--- src/ssd_regs.svh ---
`ifndef SSD_REGS_SVH
`define SSD_REGS_SVH
`define SSD_CTRL_ADDR  4'h0
`define SSD_RXCFG_ADDR 4'h4
`define SSD_STAT_ADDR  4'h8
`define SSD_CTRL_RST   32'h0000_000a
`define SSD_RXCFG_RST  32'h0000_028a
`define SSD_LOCK_CNT   8
`define SSD_FIFO_DEP   6
`define SSD_FIFO_OFS   3
`define SSD_MAX_W      10
`endif

--- src/ssd_pkg.sv ---
package ssd_pkg;
    typedef enum logic [1:0] {
        SSD_SER = 2'b00,
        SSD_DDR = 2'b01,
        SSD_SDR = 2'b10
    } ssd_txm_e;
    typedef struct packed {
        logic [18:0] rsv;
        logic        fwd_en;
        logic [2:0]  fwd_ph;
        logic [2:0]  fwd_div;
        ssd_txm_e    txm;
        logic [3:0]  txf;
    } ssd_ctrl_s;
    typedef struct packed {
        logic [19:0] rsv;
        logic        fifo_rst;
        logic        chan_rst;
        logic [3:0]  roll;
        logic        cdr;
        logic        byp;
        logic [3:0]  rxf;
    } ssd_rxcfg_s;
    typedef struct packed {
        logic locked;
        logic rollover;
    } ssd_rxstat_s;
    typedef struct packed {
        ssd_ctrl_s   ctrl;
        ssd_rxcfg_s  rxc;
        logic        ack;
        logic [31:0] rdata;
        logic [9:0]  tx_sh;
        logic [3:0]  tx_cnt;
        logic [6:0]  fe;
        logic [7:0]  fclk;
        logic [2:0]  ph;
        logic [3:0]  lcnt;
        logic        locked;
        logic        s7;
        logic [5:0]  mem;
        logic [2:0]  wp;
        logic [2:0]  rp;
        logic [10:0] hist;
        logic [3:0]  slip;
        logic        rflag;
        logic        al_prev;
        logic [8:0]  des;
        logic [3:0]  dcnt;
        logic [9:0]  rx_data;
        logic        rx_valid;
        logic        wclk;
    } ssd_st_s;
endpackage : ssd_pkg

--- src/ssd_serdes.sv ---
// Design decisions made here: the address map and the Avalon-MM register port.
`timescale 1ns/1ps
`default_nettype none
`include "ssd_regs.svh"
module ssd_serdes #(
    parameter int LOCK_TRANS = `SSD_LOCK_CNT
) (
    input  wire logic               sys_clk_i,
    input  wire logic               rst_n_i,
    input  wire logic [3:0]         avs_address_i,
    input  wire logic               avs_read_i,
    input  wire logic               avs_write_i,
    input  wire logic [31:0]        avs_writedata_i,
    input  wire logic [3:0]         avs_byteenable_i,
    output logic [31:0]             avs_readdata_o,
    output logic                    avs_waitrequest_o,
    input  wire logic [9:0]         tx_data_i,
    output logic                    tx_load_o,
    output logic                    tx_serial_o,
    output logic [7:0]              tx_clk_o,
    input  wire logic [7:0]         rx_samples_i,
    input  wire logic               phase_hold_i,
    input  wire logic               pll_rst_i,
    input  wire logic               rx_align_i,
    output logic [9:0]              rx_data_o,
    output logic                    rx_valid_o,
    output logic                    forwarded_word_clock_o,
    output ssd_pkg::ssd_rxstat_s    rx_stat_o
);
    import ssd_pkg::*;

    ssd_st_s    q;
    ssd_st_s    d;
    logic [3:0] tf;
    logic [3:0] rf;
    logic [6:0] p8;
    logic       req;
    logic       ld;
    logic [3:0] edg;
    logic       rx_bit;
    logic       bit_in;
    logic [11:0] win;
    logic       chrst;
    logic       rise;

    // clamp a static factor to the legal three to ten range
    function automatic logic [3:0] fclamp(input logic [3:0] f);
        if (f < 4'd3) begin
            return 4'd3;
        end else if (f > 4'd10) begin
            return 4'd10;
        end
        return f;
    endfunction : fclamp

    // merge write data into a register under byte enables
    function automatic logic [31:0] bmerge(input logic [31:0] o,
                                           input logic [31:0] n,
                                           input logic [3:0]  be);
        logic [31:0] r;
        r = o;
        for (int i = 0; i < 4; i++) begin
            if (be[i]) begin
                r[i*8 +: 8] = n[i*8 +: 8];
            end
        end
        return r;
    endfunction : bmerge

    // find the data edge among eight phase samples, bit 3 flags found
    function automatic logic [3:0] edge_at(input logic [7:0] s,
                                           input logic       p7);
        logic [3:0] r;
        r = 4'h0;
        if (p7 != s[0]) begin
            r = 4'h8;
        end else begin
            for (int i = 7; i >= 1; i--) begin
                if (s[i] != s[i-1]) begin
                    r = {1'b1, 3'(i)};
                end
            end
        end
        return r;
    endfunction : edge_at

    // effective factors and forwarded clock period in eighths
    // bypass factors
    always_comb begin
        case (q.ctrl.txm)
            SSD_SER: tf = fclamp(q.ctrl.txf);
            SSD_DDR: tf = 4'd2;
            SSD_SDR: tf = 4'd1;
            default: tf = 4'd1;
        endcase
        rf = q.rxc.byp ? 4'd2 : fclamp(q.rxc.rxf);
        case (q.ctrl.fwd_div)
            3'd1:    p8 = 7'd16;
            3'd2:    p8 = 7'd32;
            3'd3:    p8 = 7'd64;
            3'd4:    p8 = 7'd80;
            default: p8 = 7'd8;
        endcase
    end

    // datapath taps shared by next state and outputs
    assign req    = avs_read_i | avs_write_i;
    assign ld     = (q.tx_cnt == 4'd0);
    assign chrst  = q.rxc.chan_rst | pll_rst_i;
    assign edg    = edge_at(rx_samples_i, q.s7);
    assign rx_bit = rx_samples_i[q.rxc.byp ? 3'd0 : q.ph];
    assign bit_in = (q.rxc.cdr | q.rxc.byp) ? rx_bit : q.mem[q.rp];
    assign win    = {q.hist, bit_in};
    assign rise   = rx_align_i & ~q.al_prev;

    // next state of the whole block
    always_comb begin
        logic [7:0] t;
        logic [2:0] best;
        t    = 8'h00;
        best = 3'd0;
        d    = q;
        // bus slave, one wait state
        d.ack = req & ~q.ack;
        d.rxc.chan_rst = 1'b0;
        d.rxc.fifo_rst = 1'b0;
        if (req && !q.ack) begin
            case (avs_address_i)
                `SSD_CTRL_ADDR:  d.rdata = q.ctrl;
                `SSD_RXCFG_ADDR: d.rdata = q.rxc;
                `SSD_STAT_ADDR:  d.rdata = {23'h0, q.slip, q.ph,
                                            q.rflag, q.locked};
                default:         d.rdata = 32'h0;
            endcase
        end
        if (avs_write_i && q.ack) begin
            case (avs_address_i)
                `SSD_CTRL_ADDR:  d.ctrl = bmerge(q.ctrl, avs_writedata_i,
                                                avs_byteenable_i);
                `SSD_RXCFG_ADDR: d.rxc = bmerge(q.rxc, avs_writedata_i,
                                               avs_byteenable_i);
                default: ;
            endcase
            d.ctrl.rsv = '0;
            d.rxc.rsv  = '0;
        end
        if (ld) begin
            d.tx_sh = tx_data_i << (4'd10 - tf);
        end else begin
            d.tx_sh = q.tx_sh << 1;
        end
        d.tx_cnt = (q.tx_cnt >= tf - 4'd1) ? 4'd0 : q.tx_cnt + 4'd1;
        // forwarded clock in eighth steps
        // wrap to zero so a shorter period never leaves fe out of range
        d.fe = (q.fe + 7'd8 >= p8) ? 7'd0 : q.fe + 7'd8;
        for (int i = 0; i < 8; i++) begin
            t = {1'b0, d.fe} + 8'(i) + {1'b0, p8} - {5'h0, q.ctrl.fwd_ph};
            if (t >= {1'b0, p8}) begin
                t = t - {1'b0, p8};
            end
            if (t >= {1'b0, p8}) begin
                t = t - {1'b0, p8};
            end
            d.fclk[i] = (t < {2'b0, p8[6:1]});
        end
        d.s7 = rx_samples_i[7];
        best = edg[2:0] + 3'd4;
        if (chrst) begin
            d.ph     = 3'd0;
            d.lcnt   = 4'd0;
            d.locked = 1'b0;
        end else if (!q.rxc.byp && edg[3] && !phase_hold_i) begin
            if (best == q.ph) begin
                if (q.lcnt != 4'hf) begin
                    d.lcnt = q.lcnt + 4'd1;
                end
                if (q.lcnt >= 4'(LOCK_TRANS - 1)) begin
                    d.locked = 1'b1;
                end
            end else begin
                d.ph   = best;
                d.lcnt = 4'd0;
            end
        end
        // six deep fifo, fixed fill offset
        if (q.rxc.fifo_rst || chrst) begin
            d.mem = 6'h00;
            d.wp  = 3'(`SSD_FIFO_OFS);
            d.rp  = 3'd0;
        end else begin
            d.mem[q.wp] = rx_bit;
            d.wp = (q.wp == 3'(`SSD_FIFO_DEP - 1)) ? 3'd0 : q.wp + 3'd1;
            d.rp = (q.rp == 3'(`SSD_FIFO_DEP - 1)) ? 3'd0 : q.rp + 3'd1;
        end
        d.hist    = win[10:0];
        d.al_prev = rx_align_i;
        if (chrst) begin
            d.slip = 4'd0;
        end else if (rise && !q.rxc.byp) begin
            d.slip = (q.slip >= q.rxc.roll) ? 4'd0 : q.slip + 4'd1;
        end
        d.rflag = (d.slip == q.rxc.roll);
        d.des      = {q.des[7:0], q.rxc.byp ? bit_in : win[q.slip]};
        d.rx_valid = 1'b0;
        if (q.dcnt >= rf - 4'd1) begin
            d.dcnt     = 4'd0;
            d.rx_valid = 1'b1;
            d.rx_data  = {q.des, d.des[0]} & ~(10'h3ff << rf);
        end else begin
            d.dcnt = q.dcnt + 4'd1;
        end
        // word clock, data rate over factor
        d.wclk = (d.dcnt < {1'b0, rf[3:1]});
    end

    // register the whole state
    always_ff @(posedge sys_clk_i) begin
        if (!rst_n_i) begin
            q      <= '0;
            q.ctrl <= `SSD_CTRL_RST;
            q.rxc  <= `SSD_RXCFG_RST;
        end else begin
            q <= d;
        end
    end

    // outputs
    assign avs_readdata_o         = q.rdata;
    assign avs_waitrequest_o      = req & ~q.ack;
    assign tx_load_o              = ld;
    assign tx_serial_o            = q.tx_sh[9];
    assign tx_clk_o               = q.ctrl.fwd_en ? q.fclk : 8'h00;
    assign rx_data_o              = q.rx_data;
    assign rx_valid_o             = q.rx_valid;
    assign forwarded_word_clock_o = q.wclk;
    assign rx_stat_o              = '{locked: q.locked, rollover: q.rflag};

    // first bit out is word msb
    property p_tx_msb;
        @(posedge sys_clk_i) disable iff (!rst_n_i)
        tx_load_o && q.ctrl.txm == SSD_SER && $stable(tf)
        |=> tx_serial_o == $past(tx_data_i[tf - 4'd1]);
    endproperty
    a_tx_msb: assert property (p_tx_msb)
        else $error("first serial bit is not the word msb");

    property p_tx_load3;
        @(posedge sys_clk_i) disable iff (!rst_n_i)
        tx_load_o && tf == 4'd3 ##1 tf == 4'd3 ##1 tf == 4'd3
        |-> !$past(tx_load_o) && !tx_load_o ##1 tx_load_o;
    endproperty
    a_tx_load3: assert property (p_tx_load3)
        else $error("load enable period does not follow factor three");

    property p_ddr_load;
        @(posedge sys_clk_i) disable iff (!rst_n_i)
        tx_load_o && tf == 4'd2 ##1 tf == 4'd2 |-> !tx_load_o ##1 tx_load_o;
    endproperty
    a_ddr_load: assert property (p_ddr_load)
        else $error("ddr bypass does not reload every two bits");

    property p_fclk_ph;
        @(posedge sys_clk_i) disable iff (!rst_n_i)
        q.ctrl.fwd_en && q.ctrl.fwd_div == 3'd0 && $stable(q.ctrl)
        ##1 $stable(q.ctrl)
        |-> tx_clk_o == ($past(q.ctrl.fwd_ph) == 3'd0 ? 8'h0f :
                         $past(q.ctrl.fwd_ph) == 3'd4 ? 8'hf0 :
                         $past(q.ctrl.fwd_ph) == 3'd2 ? 8'h3c : tx_clk_o);
    endproperty
    a_fclk_ph: assert property (p_fclk_ph)
        else $error("forwarded clock phase pattern is wrong");

    property p_slip_inc;
        @(posedge sys_clk_i) disable iff (!rst_n_i)
        rise && !q.rxc.byp && !chrst && q.slip < q.rxc.roll
        |=> q.slip == $past(q.slip) + 4'd1;
    endproperty
    a_slip_inc: assert property (p_slip_inc)
        else $error("align pulse did not add one bit of slip");

    property p_slip_roll;
        @(posedge sys_clk_i) disable iff (!rst_n_i)
        rise && !q.rxc.byp && !chrst && q.slip == q.rxc.roll
        |=> q.slip == 4'd0 && !rx_stat_o.rollover;
    endproperty
    a_slip_roll: assert property (p_slip_roll)
        else $error("slip did not return to zero at rollover");

    property p_byp_slip;
        @(posedge sys_clk_i) disable iff (!rst_n_i)
        q.rxc.byp && !chrst |=> $stable(q.slip);
    endproperty
    a_byp_slip: assert property (p_byp_slip)
        else $error("slip moved with deserializer bypassed");

    property p_lock_hold;
        @(posedge sys_clk_i) disable iff (!rst_n_i)
        rx_stat_o.locked && !chrst |=> rx_stat_o.locked;
    endproperty
    a_lock_hold: assert property (p_lock_hold)
        else $error("lock dropped without a reset");

    property p_ph_hold;
        @(posedge sys_clk_i) disable iff (!rst_n_i)
        phase_hold_i && !chrst |=> $stable(q.ph);
    endproperty
    a_ph_hold: assert property (p_ph_hold)
        else $error("phase changed while held");

    // word clock high with each word
    property p_wclk_word;
        @(posedge sys_clk_i) disable iff (!rst_n_i)
        rx_valid_o |-> forwarded_word_clock_o;
    endproperty
    a_wclk_word: assert property (p_wclk_word)
        else $error("word clock low while a word is handed over");

    property p_roll_flag;
        @(posedge sys_clk_i) disable iff (!rst_n_i)
        $stable(q.rxc.roll)
        |-> rx_stat_o.rollover == (q.slip == q.rxc.roll);
    endproperty
    a_roll_flag: assert property (p_roll_flag)
        else $error("rollover status disagrees with slip count");

    c_lock: cover property (@(posedge sys_clk_i) $rose(rx_stat_o.locked));
    c_roll: cover property (@(posedge sys_clk_i)
        $rose(rx_stat_o.rollover));
    c_word: cover property (@(posedge sys_clk_i)
        rx_valid_o && rf == 4'd10);
    c_cdr: cover property (@(posedge sys_clk_i) rx_valid_o && q.rxc.cdr);
    c_center: cover property (@(posedge sys_clk_i)
        q.ctrl.fwd_en && q.ctrl.fwd_ph == 3'd4);
endmodule : ssd_serdes
`default_nettype wire

--- config.mk ---
export PLATFORM = sky130hd
export DESIGN_NAME = ssd_serdes
export DESIGN_NICKNAME = d
export VERILOG_FILES = /design/src/ssd_pkg.sv /design/src/ssd_serdes.sv
export VERILOG_INCLUDE_DIRS = /design/src
export SDC_FILE = /design/constraint.sdc
export NUM_CORES = 1
export LEC_CHECK = 0
export ABC_AREA = 1
export BUFFER_PORTS_ARGS = -buffer_cell sky130_fd_sc_hd__clkbuf_2
export CAP_MARGIN = 20
export CORE_MARGIN = 10
export CORE_UTILIZATION = 50
export CTS_BUF_LIST = sky130_fd_sc_hd__clkbuf_4
export DETAILED_ROUTE_END_ITERATION = 16
export GPL_TIMING_DRIVEN = 0
export PLACE_DENSITY = 0.72
export SYNTH_ARGS = -nofsm -noshare
export SYNTH_HDL_FRONTEND = slang
export SYNTH_SLANG_ARGS = --single-unit
--- constraint.sdc ---
create_clock -name sys_clk_i -period 14.3 [get_ports sys_clk_i]
set_input_delay 0.715 -clock sys_clk_i [delete_from_list [all_inputs] [get_ports sys_clk_i]]
set_output_delay 0.715 -clock sys_clk_i [all_outputs]
set_load 0.01 [all_outputs]
==> results by group, run 1 <==
Routing
  • Drt first pass iters: 8
  • Avg WL per Cell: 13.88 microns
  • Total number of vias: 12.01k
  • WL final: 32070 microns
  • DRT iter0 DRCs: 922
  • Vias/cell: 5.201
  • Remaining antenna violation count: 0
  • DRC errors left: 0

Clocking
  • Clock Latency Late Sink: 0.59 ns
  • Post-CTS Hold Buffers: 0
  • Reg clk slew, reported paths: 0.16 ns
  • CTS resizes: 0
  • Setup Fix Bufs, Post-CTS: 0
  • TritonCTS clock tree: yes
  • # clock sinks: 131
  • Root Driver: clkbuf_4
  • CTS buffer count: 17
  • H-tree depth: 4
  • Clk buf depth: 2

Synthesis
  • Flop and latch count out of synthesis: 131
  • Post-synth EDFFs: 0
  • Avg Cell Area, Syn: 6.845 sq um
  • Post-synthesis cell area: 0.01264 sq mm
  • Synth top area share: 0.2075
  • Synth async-reset ratio: 0
  • Synth warnings: 0
  • Post-synthesis sequential area ratio: 0.2075
  • Leading post-synthesis cells by cell area: dfxtp_1, ha_1, nand2_1
  • Synth Instances: 1846
  • Dominant synthesized flop cell: dfxtp_1
  • Biggest area consumer among synthesized cells: dfxtp_1
  • Netlist cell types: 62

Critical path
  • Worst setup SP type: flop
  • Worst path required time: 14.85 ns
  • Crit-path most repeated cell: nand2_1
  • Critical Path Slowest Stage Cell: nand3_2
  • CP Class: flop to flop
  • Crit path max fanout: 28
  • Worst R2R Path Depth: 43
  • Worst path max stage delay: 0.70 ns
  • Capturing element type of the critical path: flop
  • Worst path arrival time: 9.78 ns

Placement
  • Buffers on Ports: 81
  • Placed Cells incl. Taps: 2277
  • Detail Placement HPWL: 25570 microns
  • Routability cong.: 0.9138
  • Dpl cell area: 0.01359 sq mm

Die
  • Die W: 179.0 microns
  • Die Footprint: 0.03203 sq mm
  • Die height: 179.0 microns
  • Core area: 0.02504 sq mm
  • Initial Util: 0.5047
  • Rows: 58
  • # IOs: 122

Cells and area
  • Final #Nets: 2205
  • Share of cells above drive strength 1: 0.1289
  • Layout Cells excl Fill: 2310
  • Layout area overhead: 9.813%
  • Post-layout instance area: 0.01388 sq mm
  • FILL cells: 2479

Power and ir drop
  • Tot Pwr: 1.112 mW
  • Cell Pwr Density: 80.16 mW/mm^2
  • Leakage: 7.033 nW
  • Worst vdd ir: 0.04838 mV

GRT
  • Initial antenna violation count: 1
  • GR Overflow Total: 0
  • Vias in the first global route: 11.11k
  • Largest net degree at the start of global routing: 29
  • GRT Overall Usage: 0.1986
  • First-pass GRT wire length: 52780 microns

STA
  • Count of final hold-check violations: 0
  • Max Clk Rate: 108.4 MHz
  • Final Max Slew Viols: 0
  • Setup violators final: 0
  • Final critical-path required period: 9.226 ns
  • Slew Limit Headroom: 0.3199
  • RSZ-0062 raised after global routing: false
  • Tightest Pin Transition: 1.012 ns
  • Fin crit share: 0.6452
  • TNS Setup: 0 ns
  • Clock skew: 0.02581 ns

Min path
  • Worst hold path depth: 3
  • Hold Crit Class: input pin to flop

Run status
  • Outcome: finished, final reports clean

Job
  • Max Cap Viol: 0
## routing by layer
| metal | part of all wire | vias to the layer above | track usage | wire [microns] |
|---|---|---|---|---|
| met3 | 0.058 | 46 | 0.02422 | 1847 |
| li1 | - | 6182 | - | - |
| met1 | 0.46 | 5474 | 0.2596 | 14660 |
| met5 | 0 | - | 0 | 0 |
| met2 | 0.47 | 312 | 0.3369 | 15020 |
| met4 | 0.017 | 0 | 0.05443 | 539 |
## stage by stage
stage | utilization | worst slack [ns] | hold WS, ns
after CTS | 0.5541 | 5.121 | 0.3284
after detailed placement | 0.5427 | 5.222 | 0.4127
final | 0.5542 | 5.074 | 0.3427
after global placement | 0.5401 | 4.743 | 0.4105
after global routing | 0.5542 | 4.252 | 0.3284
after floorplan | - | 6.863 | 0.3992
## logic make-up after synthesis
family / synth area share
AOI/OAI and AO/OA: 0.1601
xor gates and xnor gates: 0.05753
adders and majority gates: 0.1871
buffers and inverters: 0.1257
DFF: 0.2075
other: 0.0002968
and+or+nand+nor: 0.2617
## cells in the mapped netlist, types with 18 or more instances
cell,instances
nor2_1,138
nand2_1,407
dfxtp_1,131
xnor2_1,21
ha_1,149
o21ai_0,139
o211ai_1,19
inv_1,276
a21oi_1,109
clkbuf_1,19
o21ai_1,18
fa_1,25
nand3_1,101
xor2_1,57
buf_4,45
## where the power goes
group | internal (mW) | switching, mW
Clock | 0.0806 | 0.182
Combinational | 0.184 | 0.273
Sequential | 0.385 | 0.00882
## worst paths after layout
kind | start | endpoint | slack (ns)
setup / recovery | q[163]$_SDFFE_PN0P_ | q[66]$_SDFF_PN0_ | 5.07
hold reg to reg | d[18]$_SDFF_PN0_ | d[19]$_SDFF_PN0_ | 0.41
hold / removal | rx_align_i | q[25]$_SDFF_PN0_ | 0.34
setup reg to reg | q[163]$_SDFFE_PN0P_ | q[66]$_SDFF_PN0_ | 5.07
## worst max-delay path: cells and delay by family (launching register included)
kind,cells,cell delay (ns)
and+or+nand+nor,17,2.87
buffers and inverters,8,1.29
adders and majority gates,6,2.11
AOI/OAI and AO/OA,11,2.17
xor gates and xnor gates,1,0.35
DFF,1,0.40
## final cells by class
type / count / area [sq um] / area share
antenna: 1 / 2.502 / 0.0001803
buffer: 71 / 462.9 / 0.03336
clock buffer: 17 / 127.6 / 0.009197
clock inverter: 15 / 158.9 / 0.01145
inverter: 297 / 1125 / 0.08106
multi-input combinational: 1365 / 8503 / 0.6128
sequential: 131 / 2623 / 0.1890
tap: 330 / 412.9 / 0.02976
timing repair buffer: 83 / 460.4 / 0.03318
## sequential cells by signal, indices dropped and copies added, names as in the netlist
register	cells
d	18
avs_readdata_o	13
q	85
rx_stat_o	2
rx_data_o	10
rx_valid_o	1
tx_serial_o	1
forwarded_word_clock_o	1
## cell usage in the layout, fill, tap and decap left out, drive strengths merged, types with 11 or more instances in the layout
cell type | synthesis | final
nand3b | 11 | 11
o211ai | 19 | 19
clkbuf | 19 | 117
ha | 149 | 149
nor3 | 15 | 15
xnor2 | 22 | 22
nand3 | 106 | 106
o21ai | 170 | 170
a21oi | 113 | 113
nor2 | 148 | 148
xor2 | 58 | 58
inv | 291 | 301
fa | 25 | 25
nand4 | 13 | 13
or2 | 19 | 19
buf | 52 | 54
conb | 1 | 19
nand2 | 425 | 425
dfxtp | 131 | 131
No activity file was read; power rests on OpenSTA's default activity.
==> run 2, diff against run 1 <==
==> constraint.sdc (replaced) <==
create_clock -name sys_clk_i -period 9.57 [get_ports sys_clk_i]
set_input_delay 0.4785 -clock sys_clk_i [delete_from_list [all_inputs] [get_ports sys_clk_i]]
set_output_delay 0.4785 -clock sys_clk_i [all_outputs]
set_load 0.01 [all_outputs]
==> run 2 against run 1 <==
Compared with the run above:
- cell count hardly changed
- sequential power is 50% higher
- die area stayed put
- fmax is 5.0% higher
- power is 49% higher
- via count hardly changed
- clock power is 50% higher
- count of clock-buffer cells in the layout stayed put
- critical endpoint unchanged
- largest cell class unchanged
- highest routed layer unchanged
==> results by group, run 2 (synthesis results as in run 1) <==
Run status
  • Outcome: finished, final reports clean

Cells and area
  • FILL cells: 2477
  • Share of cells above drive strength 1: 0.1298
  • Storage element area: 0.002623 sq mm
  • Core Util, Final: 0.5549
  • Most common cell after layout, fill and taps aside: nand2_1
  • Max FFs per register: 85
  • Most flops, register: q
  • Layout area overhead: 9.942%
  • Commonest non-fill, non-tap cells in the layout: nand2_1, inv_1, ha_1
  • Multi-input gate area: 0.008511 sq mm
  • Final #Nets: 2206

GRT
  • Largest net degree at the start of global routing: 29
  • First-pass GRT wire length: 52780 microns
  • Vias in the first global route: 11.11k
  • GR Overflow Total: 0
  • Initial antenna violation count: 1
  • GRT Overall Usage: 0.1986

Min path
  • Hold Crit Class: input pin to flop

Die
  • Initial Util: 0.5047
  • # IOs: 122
  • Die Footprint: 0.03203 sq mm
  • Core area: 0.02504 sq mm
  • Die W: 179.0 microns
  • Die height: 179.0 microns
  • Rows: 58

Critical path
  • CP Class: flop to flop
  • Critical Path Slowest Stage Cell: nand2_1
  • Crit path max fanout: 28
  • Worst path arrival time: 9.33 ns
  • Worst path required time: 10.12 ns
  • Worst path max stage delay: 0.54 ns
  • Worst setup SP type: flop
  • Capturing element type of the critical path: flop
  • Crit-path most repeated cell: nand2_1

Routing
  • Total number of vias: 12.01k
  • Vias/cell: 5.196
  • Drt first pass iters: 8
  • Avg WL per Cell: 13.97 microns
  • WL final: 32280 microns
  • DRC errors left: 0
  • Remaining antenna violation count: 0
  • DRT iter0 DRCs: 885

Clocking
  • # clock sinks: 131
  • Clk buf depth: 2
  • Clock Latency Late Sink: 0.58 ns
  • Reg clk slew, reported paths: 0.16 ns
  • CTS buffer count: 17
  • H-tree depth: 4
  • Root Driver: clkbuf_4
  • TritonCTS clock tree: yes
  • Post-CTS Hold Buffers: 0

Power and ir drop
  • Cell Pwr Density: 119.7 mW/mm^2
  • Leakage: 7.034 nW
  • Sw Pwr: 692.7 uW
  • Clock Power Share: 0.236
  • Tot Pwr: 1.663 mW
  • Cell Int Power: 970.2 uW
  • Worst vdd ir: 0.07252 mV
  • Combinational power share: 0.411
  • Sw frac: 0.4166
  • Sequential power share: 0.353

Job
  • Max Cap Viol: 0

STA
  • Fin crit share: 0.9179
  • Final critical-path required period: 8.784 ns
  • Slew Limit Headroom: 0.3270
  • Tightest Pin Transition: 1.002 ns
  • Setup violators final: 0
  • RSZ-0062 raised after global routing: false
  • Clock skew: 0.02646 ns
  • Count of final hold-check violations: 0
  • Final Max Slew Viols: 0
  • Max Clk Rate: 113.8 MHz
  • TNS Setup: 0 ns

Placement
  • Buffers on Ports: 81
  • Routability cong.: 0.9138
  • Detail Placement HPWL: 25570 microns
[run 2: cell count changes in the layout (fill, tap and decap cells not counted)]
cell / before / now
nand3_4: 2 / 3
inv_1: 276 / 275
clkinvlp_4: 2 / 3
nand3_2: 5 / 4
clkinvlp_2: 0 / 1
[run 2: final timing paths]
| kind | to | slack (ns) | depth (start not counted) | startpoint |
|---|---|---|---|---|
| setup reg to reg | q[66]$_SDFF_PN0_ | 0.79 | 43 | q[163]$_SDFFE_PN0P_ |
| hold / removal | q[25]$_SDFF_PN0_ | 0.11 | 3 | rx_align_i |
| setup / recovery | q[66]$_SDFF_PN0_ | 0.79 | 43 | q[163]$_SDFFE_PN0P_ |
| hold reg to reg | d[19]$_SDFF_PN0_ | 0.41 | 2 | d[18]$_SDFF_PN0_ |
[run 2: critical path, delay by kind of cell (launching register included)]
| family | cells | cell delay (ns) |
|---|---|---|
| simple gates | 17 | 2.57 |
| buf+inv | 8 | 1.22 |
| compound gates | 11 | 2.17 |
| xor+xnor | 1 | 0.35 |
| fa+ha+maj | 6 | 2.04 |
| flops | 1 | 0.40 |
[run 2: power groups by stage]
stage	registers (mW)	clock network (mW)	logic, mW
global placement	0.599	0	0.657
CTS	0.588	0.402	0.683
finish	0.588	0.392	0.683
floorplan	0.597	0	0.547
global route	0.592	0.423	0.793
detailed placement	0.600	0	0.678
[run 2: stage by stage]
stage	cell area, sq um	cells	setup WS (ns)	hold slack [ns]
5_1_grt	13890	2311	0.003562	0.09189
4_1_cts	13870	2309	0.3906	0.09190
3_5_place_dp	13590	2277	0.4918	0.4127
3_3_place_gp	13520	2275	0.01276	0.4105
2_1_floorplan	12700	1864	2.133	0.3992
6_report	13890	2311	0.7859	0.1102
[run 2: repair_timing]
item | CTS | global route
setup endpoints to repair | 0 | 7
buffers inserted | 0 | 0
resized for setup | 0 | 2
[run 2: routing by layer]
metal | part of all wire | vias to the layer above | GRT usage
met2 | 0.47 | 304 | 0.3369
met1 | 0.46 | 5479 | 0.2596
met5 | 0 | - | 0
li1 | - | 6176 | -
met3 | 0.056 | 50 | 0.02422
met4 | 0.017 | 0 | 0.05443
[run 2: area by class of cell]
class	instances	share of cell area
antenna	1	0.0001801
buffer	71	0.03332
clock buffer	17	0.009187
clock inverter	15	0.01144
inverter	297	0.08124
multi-input combinational	1365	0.6126
sequential	131	0.1888
tap	330	0.02972
timing repair buffer	83	0.03314
timing repair inverter	1	0.0003603
